## src/gate_control_regs.svh

```systemverilog
// Timing constants and fixed values for the half-bridge gate control block
`ifndef GATE_CONTROL_REGS_SVH
`define GATE_CONTROL_REGS_SVH

// ***********************************************************************
// Time base
// ***********************************************************************
`define CLOCK_PERIOD_NS 10
// Quiet time on the low-side input before standby, in microseconds
`define STANDBY_TIMEOUT_US 90
// Longest time: rounds down
`define STANDBY_TIMEOUT_CYCLES ((`STANDBY_TIMEOUT_US * 1000) / `CLOCK_PERIOD_NS)
// Wake-up delay out of standby, in nanoseconds
`define WAKE_DELAY_NS 490
// Least time: rounds up
`define WAKE_DELAY_CYCLES ((`WAKE_DELAY_NS + `CLOCK_PERIOD_NS - 1) / `CLOCK_PERIOD_NS)
`define TIMEOUT_COUNT_WIDTH 14
`define WAKE_COUNT_WIDTH 6

`endif

```

## src/gate_control_pkg.sv

```systemverilog
// Types shared by the half-bridge gate control design
package gate_control_pkg;

  typedef enum logic [1:0] {
    MODE_NORMAL = 2'b00,
    MODE_STANDBY = 2'b01,
    MODE_WAKING = 2'b10
  } power_mode_t;

endpackage

```

## src/bootstrap_uv_monitor.sv

```systemverilog
// Bootstrap under-voltage latch with hysteresis for the high-side enable
module bootstrap_uv_monitor (
  input wire logic clock_i,
  input wire logic sys_rst_i,
  input wire logic below_falling_i,
  input wire logic above_rising_i,
  output logic high_side_enable_o
);

  logic uv_latched;
  logic next_uv_latched;

  // Falling crossing wins so a sagging rail never leaves the switch on
  always_comb begin
    next_uv_latched = uv_latched;
    if (below_falling_i) begin
      next_uv_latched = 1'b1;
    end else if (above_rising_i) begin
      next_uv_latched = 1'b0;
    end
  end

  always_ff @(posedge clock_i) begin
    if (sys_rst_i) begin
      uv_latched <= 1'b1;
    end else begin
      uv_latched <= next_uv_latched;
    end
  end

  assign high_side_enable_o = ~uv_latched & ~below_falling_i;
endmodule

```

## src/half_bridge_gate_control.sv

```systemverilog
// Gate control logic of a half-bridge power stage
`include "gate_control_regs.svh"

module half_bridge_gate_control (
  input wire logic clock_i,
  input wire logic sys_rst_i,
  input wire logic low_drive_i,
  input wire logic high_drive_i,
  input wire logic standby_enable_n_i,
  input wire logic supply_lockout_i,
  input wire logic bootstrap_below_falling_i,
  input wire logic bootstrap_above_rising_i,
  output logic low_gate_o,
  output logic high_gate_o,
  output logic bootstrap_switch_o,
  output logic standby_o
);

  // ***********************************************************************
  // Mode and timers
  // ***********************************************************************
  localparam logic [`TIMEOUT_COUNT_WIDTH-1:0] TIMEOUT_LAST =
    `TIMEOUT_COUNT_WIDTH'(`STANDBY_TIMEOUT_CYCLES - 1);
  localparam logic [`WAKE_COUNT_WIDTH-1:0] WAKE_LAST =
    `WAKE_COUNT_WIDTH'(`WAKE_DELAY_CYCLES - 1);

  gate_control_pkg::power_mode_t mode;
  gate_control_pkg::power_mode_t next_mode;
  logic [`TIMEOUT_COUNT_WIDTH-1:0] quiet_count;
  logic [`TIMEOUT_COUNT_WIDTH-1:0] next_quiet_count;
  logic [`WAKE_COUNT_WIDTH-1:0] wake_count;
  logic [`WAKE_COUNT_WIDTH-1:0] next_wake_count;
  logic low_drive_prev;
  logic next_low_drive_prev;
  logic auto_standby_on;
  logic low_rise;
  logic high_side_enable;

  assign auto_standby_on = ~standby_enable_n_i;
  assign low_rise = low_drive_i & ~low_drive_prev;

  always_comb begin
    next_mode = mode;
    next_quiet_count = quiet_count;
    next_wake_count = wake_count;
    next_low_drive_prev = low_drive_i;
    if (supply_lockout_i) begin
      // Lockout parks everything so leaving it starts from a clean count
      next_mode = gate_control_pkg::MODE_NORMAL;
      next_quiet_count = '0;
      next_wake_count = '0;
      next_low_drive_prev = 1'b0;
    end else begin
      unique case (mode)
        gate_control_pkg::MODE_NORMAL: begin
          if (!auto_standby_on || low_drive_i) begin
            next_quiet_count = '0;
          end else if (quiet_count == TIMEOUT_LAST) begin
            next_mode = gate_control_pkg::MODE_STANDBY;
            next_quiet_count = '0;
          end else begin
            next_quiet_count = quiet_count + 1'b1;
          end
        end
        gate_control_pkg::MODE_STANDBY: begin
          if (low_rise) begin
            next_mode = gate_control_pkg::MODE_WAKING;
            next_wake_count = '0;
          end
        end
        gate_control_pkg::MODE_WAKING: begin
          if (wake_count == WAKE_LAST) begin
            next_mode = gate_control_pkg::MODE_NORMAL;
            next_wake_count = '0;
          end else begin
            next_wake_count = wake_count + 1'b1;
          end
        end
        default: begin
          next_mode = gate_control_pkg::MODE_NORMAL;
        end
      endcase
    end
  end

  always_ff @(posedge clock_i) begin
    if (sys_rst_i) begin
      mode <= gate_control_pkg::MODE_NORMAL;
      quiet_count <= '0;
      wake_count <= '0;
      low_drive_prev <= 1'b0;
    end else begin
      mode <= next_mode;
      quiet_count <= next_quiet_count;
      wake_count <= next_wake_count;
      low_drive_prev <= next_low_drive_prev;
    end
  end

  // ***********************************************************************
  // Bootstrap supervision
  // ***********************************************************************
  bootstrap_uv_monitor uv_monitor (
    .clock_i(clock_i),
    .sys_rst_i(sys_rst_i),
    .below_falling_i(bootstrap_below_falling_i),
    .above_rising_i(bootstrap_above_rising_i),
    .high_side_enable_o(high_side_enable)
  );

  // ***********************************************************************
  // Gate outputs
  // ***********************************************************************
  logic drive_allowed;
  logic next_low_gate;
  logic next_high_gate;
  logic next_bootstrap;

  assign drive_allowed = ~supply_lockout_i && (next_mode == gate_control_pkg::MODE_NORMAL);

  // Both-high is treated as a controller fault; neither side is favoured
  always_comb begin
    next_low_gate = 1'b0;
    next_high_gate = 1'b0;
    next_bootstrap = 1'b0;
    if (drive_allowed && !(low_drive_i && high_drive_i)) begin
      next_low_gate = low_drive_i;
      next_high_gate = high_drive_i && high_side_enable;
      next_bootstrap = low_drive_i;
    end
  end

  always_ff @(posedge clock_i) begin
    if (sys_rst_i) begin
      low_gate_o <= 1'b0;
      high_gate_o <= 1'b0;
      bootstrap_switch_o <= 1'b0;
      standby_o <= 1'b0;
    end else begin
      low_gate_o <= next_low_gate;
      high_gate_o <= next_high_gate;
      bootstrap_switch_o <= next_bootstrap;
      standby_o <= (next_mode != gate_control_pkg::MODE_NORMAL);
    end
  end
endmodule

```

## config.mk

```make
export PLATFORM = sky130hd
export DESIGN_NAME = half_bridge_gate_control
export DESIGN_NICKNAME = d
export VERILOG_FILES = /design/src/gate_control_pkg.sv /design/src/bootstrap_uv_monitor.sv /design/src/half_bridge_gate_control.sv
export VERILOG_INCLUDE_DIRS = /design/src /design/src/src
export SDC_FILE = /design/constraint.sdc
export NUM_CORES = 1
export LEC_CHECK = 0
export BUFFER_PORTS_ARGS = -buffer_cell sky130_fd_sc_hd__buf_2
export CAP_MARGIN = 20
export CORE_MARGIN = 4
export CORE_UTILIZATION = 58
export DETAILED_ROUTE_END_ITERATION = 10
export GPL_TIMING_DRIVEN = 0
export PLACE_DENSITY = 0.87
export REMOVE_ABC_BUFFERS = 1
export SYNTH_ARGS = -nofsm -noshare
export SYNTH_HDL_FRONTEND = slang
export SYNTH_HIERARCHICAL = 1
export SYNTH_SLANG_ARGS = --single-unit
```

## constraint.sdc

```tcl
create_clock -name clock_i -period 2.3 [get_ports clock_i]
set_clock_uncertainty 0.2 [all_clocks]
set_input_delay 0.345 -clock clock_i [delete_from_list [all_inputs] [get_ports clock_i]]
set_output_delay 0.345 -clock clock_i [all_outputs]
set_load 0.005 [all_outputs]
```

==> results.json, run 1 <==
{
  "synth_cells": 162,
  "status": "complete, no violations",
  "dp_slack_ns": -0.0343,
  "crit_arrival_ns": 2.34,
  "wl_met2_um": 1500,
  "yosysSeqAreaShare_pct": 38.9,
  "swShare_pct": 23.7,
  "antenna_cells": 0,
  "cp-start-kind": "flip-flop",
  "power.switching_mw": 0.171,
  "avgSynthCellArea_um2": 8.57,
  "setup_ws_ns": 0.0117,
  "ys_warn_count": 6,
  "finalNetCount": 183,
  "cts_max_path_buffers": 2,
  "grt_max_degree": 19,
  "min_period_ns": 2.29,
  "timing.final.hold_violations": 0,
  "critPathCaptureType": "flip-flop",
  "wl_um": 3160,
  "drt_drc_violations_left": 0,
  "cts_tree": "built",
  "path_clk_slew_ns": 0.15,
  "syn2layout_area_growth_pct": 7.30,
  "fmax_mhz": 437,
  "post_cts_buffers": 0,
  "wl_met1_um": 1370,
  "grt_pass1_vias": 1234,
  "worst_slew_pin_slew_ns": 0.688,
  "timing.final.crit_share_pct": 99.5,
  "design_area_um2": 1490,
  "route.met3.wl_um": 209,
  "cts_root_buf": "clkbuf_4",
  "setup_violations": 0,
  "start_util_pct": 61.6,
  "seq_power_share_pct": 65.4,
  "io_pins": 12,
  "gp_congestion": 0.899,
  "critical_path.max_fanout": 12,
  "dieHeight_um": 56.9,
  "dp.cells": 193,
  "required_ns": 2.35,
  "fp.dieW_um": 56.9,
  "numCtsBuffers": 3,
  "place_hpwl_um": 2190,
  "die_area_um2": 3240,
  "overflow": 0,
  "vias_per_cell": 6.55,
  "worstSetupPathType": "reg2reg",
  "vias": 1304,
  "clock_power_share_pct": 29.8,
  "htree_levels": 1,
  "final_util_pct": 66.1,
  "dr.max_layer_used": "met4",
  "rows": 17,
  "hp-class": "in2reg",
  "ys_seq_elements": 27,
  "core_um2": 2250,
  "irDropWorstVdd_mv": 0.436,
  "slew_headroom_pct": 53.7,
  "cts.sinks": 27,
  "dr.pass1.iters": 4,
  "portBuffers": 11,
  "clkLatencyLatePin_ns": 0.33,
  "power_frac_comb_pct": 4.8,
  "cellPowerDensity_nw_per_um2": 485,
  "syn-cell-area_um2": 1390,
  "dpl_cell_area_um2": 1430,
  "whs_ns": 0.00616,
  "ant_nets": 0,
  "drv_slew": 0,
  "finalNonFillerCells": 199,
  "wl_per_cell_um": 15.9,
  "p_leak_nw": 0.501,
  "p_int_mw": 0.552,
  "antenna_found_initial": 0,
  "drt_iter0_markers": 76,
  "grt_first_pass_wirelength_um": 5260,
  "cap_viol_max_count": 0,
  "drive_gt1_share_pct": 14.0,
  "synth_cell_types": 44,
  "grt_util_all_layers_pct": 19.8
}
-- timing repair --
item                                    in CTS  in global routing
cloned                                       0                  0
hold buffers                                 2                  0
endpoints found under the hold margin        2                  0
pin swaps                                    0                  1
gates resized for setup                      1                  4
endpoints found under the setup margin       2                  3
-- power by group through the flow --
stage | clock (mW) | combinational, mW | sequential [mW]
after floorplan | 0 | 0.0163 | 0.483
after global placement | 0 | 0.0287 | 0.483
after detailed placement | 0 | 0.0300 | 0.483
after CTS | 0.220 | 0.0330 | 0.473
after global routing | 0.241 | 0.0384 | 0.474
final | 0.216 | 0.0345 | 0.473
-- cell type report --
type,instances,area (µm²)
multi-input combinational,119,777
fill,195,764
sequential,27,543
timing repair buffer,13,75.1
tap,28,35.0
inverter,8,30.0
clock buffer,3,22.5
clock inverter,1,7.51
-- cells in the mapped netlist --
| master | number | area, µm² |
|---|---|---|
| nand3b_1 | 4 | 30.0 |
| a311oi_1 | 3 | 26.3 |
| nand2_1 | 10 | 37.5 |
| a31o_1 | 1 | 8.76 |
| nand3_1 | 11 | 55.1 |
| or3_1 | 2 | 12.5 |
| or4bb_1 | 1 | 11.3 |
| ha_1 | 3 | 37.5 |
| and3_1 | 3 | 18.8 |
| o31a_1 | 1 | 8.76 |
| a221oi_1 | 1 | 8.76 |
| nand4_1 | 4 | 25.0 |
| dfxtp_1 | 27 | 541 |
| o21ai_0 | 7 | 35.0 |
| mux2i_1 | 1 | 10.0 |
| o311ai_1 | 1 | 8.76 |
| inv_1 | 8 | 30.0 |
| a2bb2oi_1 | 1 | 8.76 |
| nor3b_1 | 1 | 7.51 |
| clkbuf_1 | 4 | 15.0 |
| nor2_1 | 14 | 52.6 |
| o21ai_1 | 1 | 5.00 |
| o2111ai_1 | 1 | 8.76 |
| or2_2 | 1 | 6.26 |
| a22o_1 | 2 | 17.5 |
| buf_4 | 2 | 15.0 |
| nor4_4 | 1 | 21.3 |
| nand2b_1 | 3 | 18.8 |
| and2_1 | 1 | 6.26 |
| a41oi_2 | 1 | 16.3 |
| o211ai_1 | 2 | 15.0 |
| or4_1 | 5 | 37.5 |
| a211o_1 | 1 | 8.76 |
| buf_6 | 2 | 22.5 |
| a211oi_1 | 1 | 7.51 |
| o2bb2ai_1 | 2 | 17.5 |
| xor2_1 | 1 | 8.76 |
| nor2b_1 | 1 | 6.26 |
| nor3_1 | 4 | 20.0 |
| or4_4 | 2 | 22.5 |
| a21oi_1 | 7 | 35.0 |
| a41oi_1 | 1 | 8.76 |
| a31oi_1 | 8 | 50.1 |
| nor4_1 | 4 | 25.0 |
-- worst max-delay path: stages, from the launching register on --
cell     delay [ns]
dfxtp_1        0.38
or4bb_4        0.59
or4_4          0.65
a31o_1         0.21
a22o_1         0.17
-- per-layer routing --
metal	up-vias	global-route usage, %
met5	-	0
li1	631	-
met2	57	33.3
met4	0	9.93
met1	605	24.6
met3	11	2.94
-- metrics by stage --
| stage | power [mW] | setup TNS, ns |
|---|---|---|
| after floorplan | 0.499 | 0 |
| after global placement | 0.512 | 0 |
| after detailed placement | 0.513 | -0.0458 |
| after CTS | 0.726 | 0 |
| after global routing | 0.753 | -0.0185 |
| final | 0.723 | 0 |
-- registers in the layout, summed over array words and instances (netlist names) --
name / flops
bootstrap_switch_o: 1
high_gate_o: 1
low_drive_prev: 1
mode: 2
quiet_count: 14
standby_o: 1
uv_monitor/uv_latched: 1
wake_count: 6
-- final timing paths --
path	start	to	slack, ns	cells past startpoint
worst max register to register	quiet_count[6]	quiet_count[6]	0.01	4
worst max-delay path	quiet_count[6]	quiet_count[6]	0.01	4
worst min-delay path	bootstrap_below_falling_i	uv_monitor/uv_latched	0.006	3
worst min register to register	uv_monitor/uv_latched	uv_monitor/uv_latched	0.26	2
-- layout by cell type, fill, tap and decap left out, types with 3 or more instances in the layout --
cell type,Yosys,final
a311oi_1,3,3
ha_1,3,3
and3_1,3,3
nor2_1,14,13
nand2b_1,3,3
or4_1,5,5
clkbuf_4,0,3
o21ai_0,7,7
nand4_1,4,4
a31oi_1,8,8
inv_1,8,8
nor4_1,4,4
nand3_1,11,11
dfxtp_1,27,25
nand3b_1,4,4
nor3_1,4,4
nand2_1,10,10
buf_2,0,11
a21oi_1,7,7
-- cell families (layout without fill, tap and decap cells) --
family / after synthesis / after routing / synth area share (%)
xor+xnor: 1 / 1 / 0.631
mux: 1 / 1 / 0.721
flops: 27 / 27 / 38.9
fa+ha+maj: 3 / 3 / 2.70
simple gates: 72 / 72 / 29.8
compound gates: 42 / 42 / 21.3
buf+inv: 16 / 25 / 5.95
Note: power is estimated with default switching activity, not from simulation.
==> run 2, diff against run 1 <==
--- a/config.mk
+++ b/config.mk
@@ -6,6 +6,7 @@
 export SDC_FILE = /design/constraint.sdc
 export NUM_CORES = 1
 export LEC_CHECK = 0
+export ABC_AREA = 1
 export BUFFER_PORTS_ARGS = -buffer_cell sky130_fd_sc_hd__buf_2
 export CAP_MARGIN = 20
 export CORE_MARGIN = 4
@@ -13,7 +14,6 @@
 export DETAILED_ROUTE_END_ITERATION = 10
 export GPL_TIMING_DRIVEN = 0
 export PLACE_DENSITY = 0.87
-export REMOVE_ABC_BUFFERS = 1
 export SYNTH_ARGS = -nofsm -noshare
 export SYNTH_HDL_FRONTEND = slang
 export SYNTH_HIERARCHICAL = 1
==> run 2 against run 1 <==
Net effect: first-iteration DRC count decreased by 2.6%; synthesized area increased by 8.0%; hold slack improved by 0.0056 ns; register-to-register slack improved by 0.61 ns; largest power group unchanged; synthesized cell count increased by 37%; clock power increased by 2%; worst setup slack improved by 0.58 ns.
==> results.json, run 2 <==
{
  "synth_top_area_cell": "dfxtp_1",
  "synth_cells": 222,
  "drt_iter0_markers": 74,
  "overflow": 0,
  "largest_reg_flops": 14,
  "cts_max_path_buffers": 2,
  "hp-class": "in2reg",
  "portBuffers": 11,
  "yosysSeqAreaShare_pct": 36.0,
  "io_pins": 12,
  "whs_ns": 0.0118,
  "critical_path.max_fanout": 2,
  "rows": 18,
  "cts.sinks": 27,
  "syn2layout_area_growth_pct": 9.51,
  "grt_util_met2_pct": 34.2,
  "die_area_um2": 3460,
  "fill_cells": 238,
  "finalNetCount": 251,
  "post_cts_buffers": 0,
  "synth_fa_ha_area_share_pct": 2.50,
  "ys_seq_elements": 27,
  "wl_um": 3130,
  "synthTopCellsByArea": "dfxtp_1, nand2_1, nor2_1",
  "timing.final.crit_share_pct": 74.1,
  "drt_drc_violations_left": 0,
  "synth_nets": 233,
  "yosys.area_share.xor_xnor_pct": 0.584,
  "cts_root_buf": "clkbuf_4",
  "swShare_pct": 24.7,
  "path_clk_slew_ns": 0.16,
  "seq_power_share_pct": 64.2,
  "gp_congestion": 0.865,
  "avgSynthCellArea_um2": 6.76,
  "synthTopCellsByCount": "nand2_1, dfxtp_1, nor2_1",
  "fp.dieW_um": 58.9,
  "rsz0062_at_grt": "false",
  "design_area_um2": 1640,
  "required_ns": 2.35,
  "seq_area_um2": 541,
  "power_frac_comb_pct": 5.9,
  "irDropWorstVdd_mv": 0.515,
  "antenna_found_initial": 0,
  "synth_flop_cell": "dfxtp_1",
  "min_period_ns": 1.70,
  "async_flop_share_pct": 0,
  "numCtsBuffers": 3,
  "final_util_pct": 66.3,
  "grt_max_degree": 17,
  "gr-usage-met1_pct": 25.9,
  "critPathCaptureType": "flip-flop",
  "dieHeight_um": 58.9,
  "met3_usage_pct": 2.63,
  "slew_headroom_pct": 68.7,
  "synth_cell_types": 24,
  "cp-start-kind": "input port",
  "drive_gt1_share_pct": 18.8,
  "cellPowerDensity_nw_per_um2": 448,
  "fmax_mhz": 587,
  "cts_tree": "built",
  "final_cell_mix": "nand2_1, dfxtp_1, nor2_1",
  "clkLatencyLatePin_ns": 0.34,
  "dr.pass1.iters": 4,
  "worst_slew_pin_slew_ns": 0.467,
  "htree_levels": 1,
  "power.switching_mw": 0.182,
  "ant_nets": 0,
  "syn-cell-area_um2": 1500,
  "regMostFlops": "quiet_count",
  "multi_input_area_um2": 846,
  "timing.final.hold_violations": 0,
  "ff2ff_setup_slack_ns": 0.62,
  "cts-resized-gates": 0,
  "clock_power_share_pct": 29.8,
  "postCtsHoldBufs": 2,
  "fin_setup_tns_ns": 0,
  "p_leak_nw": 0.614,
  "reg2reg_to": "quiet_count[6]",
  "vias_per_cell": 5.29,
  "vias": 1423,
  "synth-compound-area-share_pct": 14.3,
  "dpl_cell_area_um2": 1590,
  "holdCritStartpoint": "sys_rst_i",
  "reg2reg_depth": 6,
  "setup_violations": 0,
  "crit_arrival_ns": 1.75,
  "cap_viol_max_count": 0,
  "p_int_mw": 0.555,
  "antenna_cells": 0,
  "min_path_cells": 2,
  "whs_endpoint": "mode[1]",
  "top_regs": "quiet_count: 14 flops, wake_count: 6 flops, mode: 2 flops",
  "synth_top_family_by_area": "simple AND/OR/NAND/NOR gates",
  "start_util_pct": 60.6,
  "power_mw": 0.736,
  "grt_first_pass_wirelength_um": 5500,
  "grt_util_all_layers_pct": 20.4,
  "status": "complete, no violations",
  "mostFrequentLayoutCell": "nand2_1",
  "top_usage_layer": "met2",
  "drv_slew": 0,
  "synth_top_area_share_pct": 36.0,
  "synth_edf_count": 0,
  "grt_pass1_vias": 1291,
  "r2r_start": "quiet_count[0]",
  "synth_simple_gate_area_share_pct": 39.0,
  "muxShareOfSynthArea_pct": 0,
  "place_hpwl_um": 2320,
  "core_um2": 2480,
  "worstSetupPathType": "in2reg",
  "synth_most_common_cell": "nand2_1",
  "wl_per_cell_um": 11.6,
  "ys_warn_count": 6
}
[run 2: worst max path at each step]
stage	start	to
5_1_grt	quiet_count[0]	quiet_count[6]
2_1_floorplan	quiet_count[0]	quiet_count[6]
3_3_place_gp	quiet_count[0]	quiet_count[6]
3_5_place_dp	quiet_count[0]	quiet_count[6]
4_1_cts	quiet_count[0]	quiet_count[6]
6_report	bootstrap_below_falling_i	uv_monitor/uv_latched
[run 2: cell type report]
| type | instances | share of cell area, % |
|---|---|---|
| sequential | 27 | 32.9 |
| buffer | 3 | 1.22 |
| tap | 30 | 2.28 |
| inverter | 25 | 5.71 |
| clock inverter | 1 | 0.457 |
| clock buffer | 3 | 1.37 |
| multi-input combinational | 167 | 51.5 |
| timing repair buffer | 13 | 4.57 |
[run 2: stage by stage]
| step | worst slack [ns] | cells |
|---|---|---|
| 2_1_floorplan | 0.838 | 222 |
| 3_3_place_gp | 0.667 | 263 |
| 3_5_place_dp | 0.644 | 263 |
| 4_1_cts | 0.620 | 269 |
| 5_1_grt | 0.478 | 269 |
| 6_report | 0.596 | 269 |
[run 2: cells by family (layout without fill, tap and decap cells)]
logic type      count (synthesis)  in the layout
compound gates                 36             36
xor+xnor                        1              1
simple gates                  127            127
flops                          27             27
fa+ha+maj                       3              3
buf+inv                        28             45
[run 2: per-layer routing]
metal,routed length (µm),up-vias
met5,0,-
met4,70,0
met3,112,9
met2,1430,41
met1,1520,623
li1,-,750
[run 2: power by group through the flow]
stage / Sequential, mW / Clock [mW] / Combinational, mW
floorplan: 0.483 / 0 / 0.0247
global placement: 0.483 / 0 / 0.0399
detailed placement: 0.483 / 0 / 0.0405
CTS: 0.473 / 0.229 / 0.0430
global route: 0.474 / 0.248 / 0.0496
finish: 0.473 / 0.220 / 0.0438
[run 2: worst max-delay path: stages]
cell,delay (ns)
dlygate4sd3_1,0.54
buf_2,0.13
nor2_1,0.09
nand2_1,0.07
dlygate4sd3_1,0.57
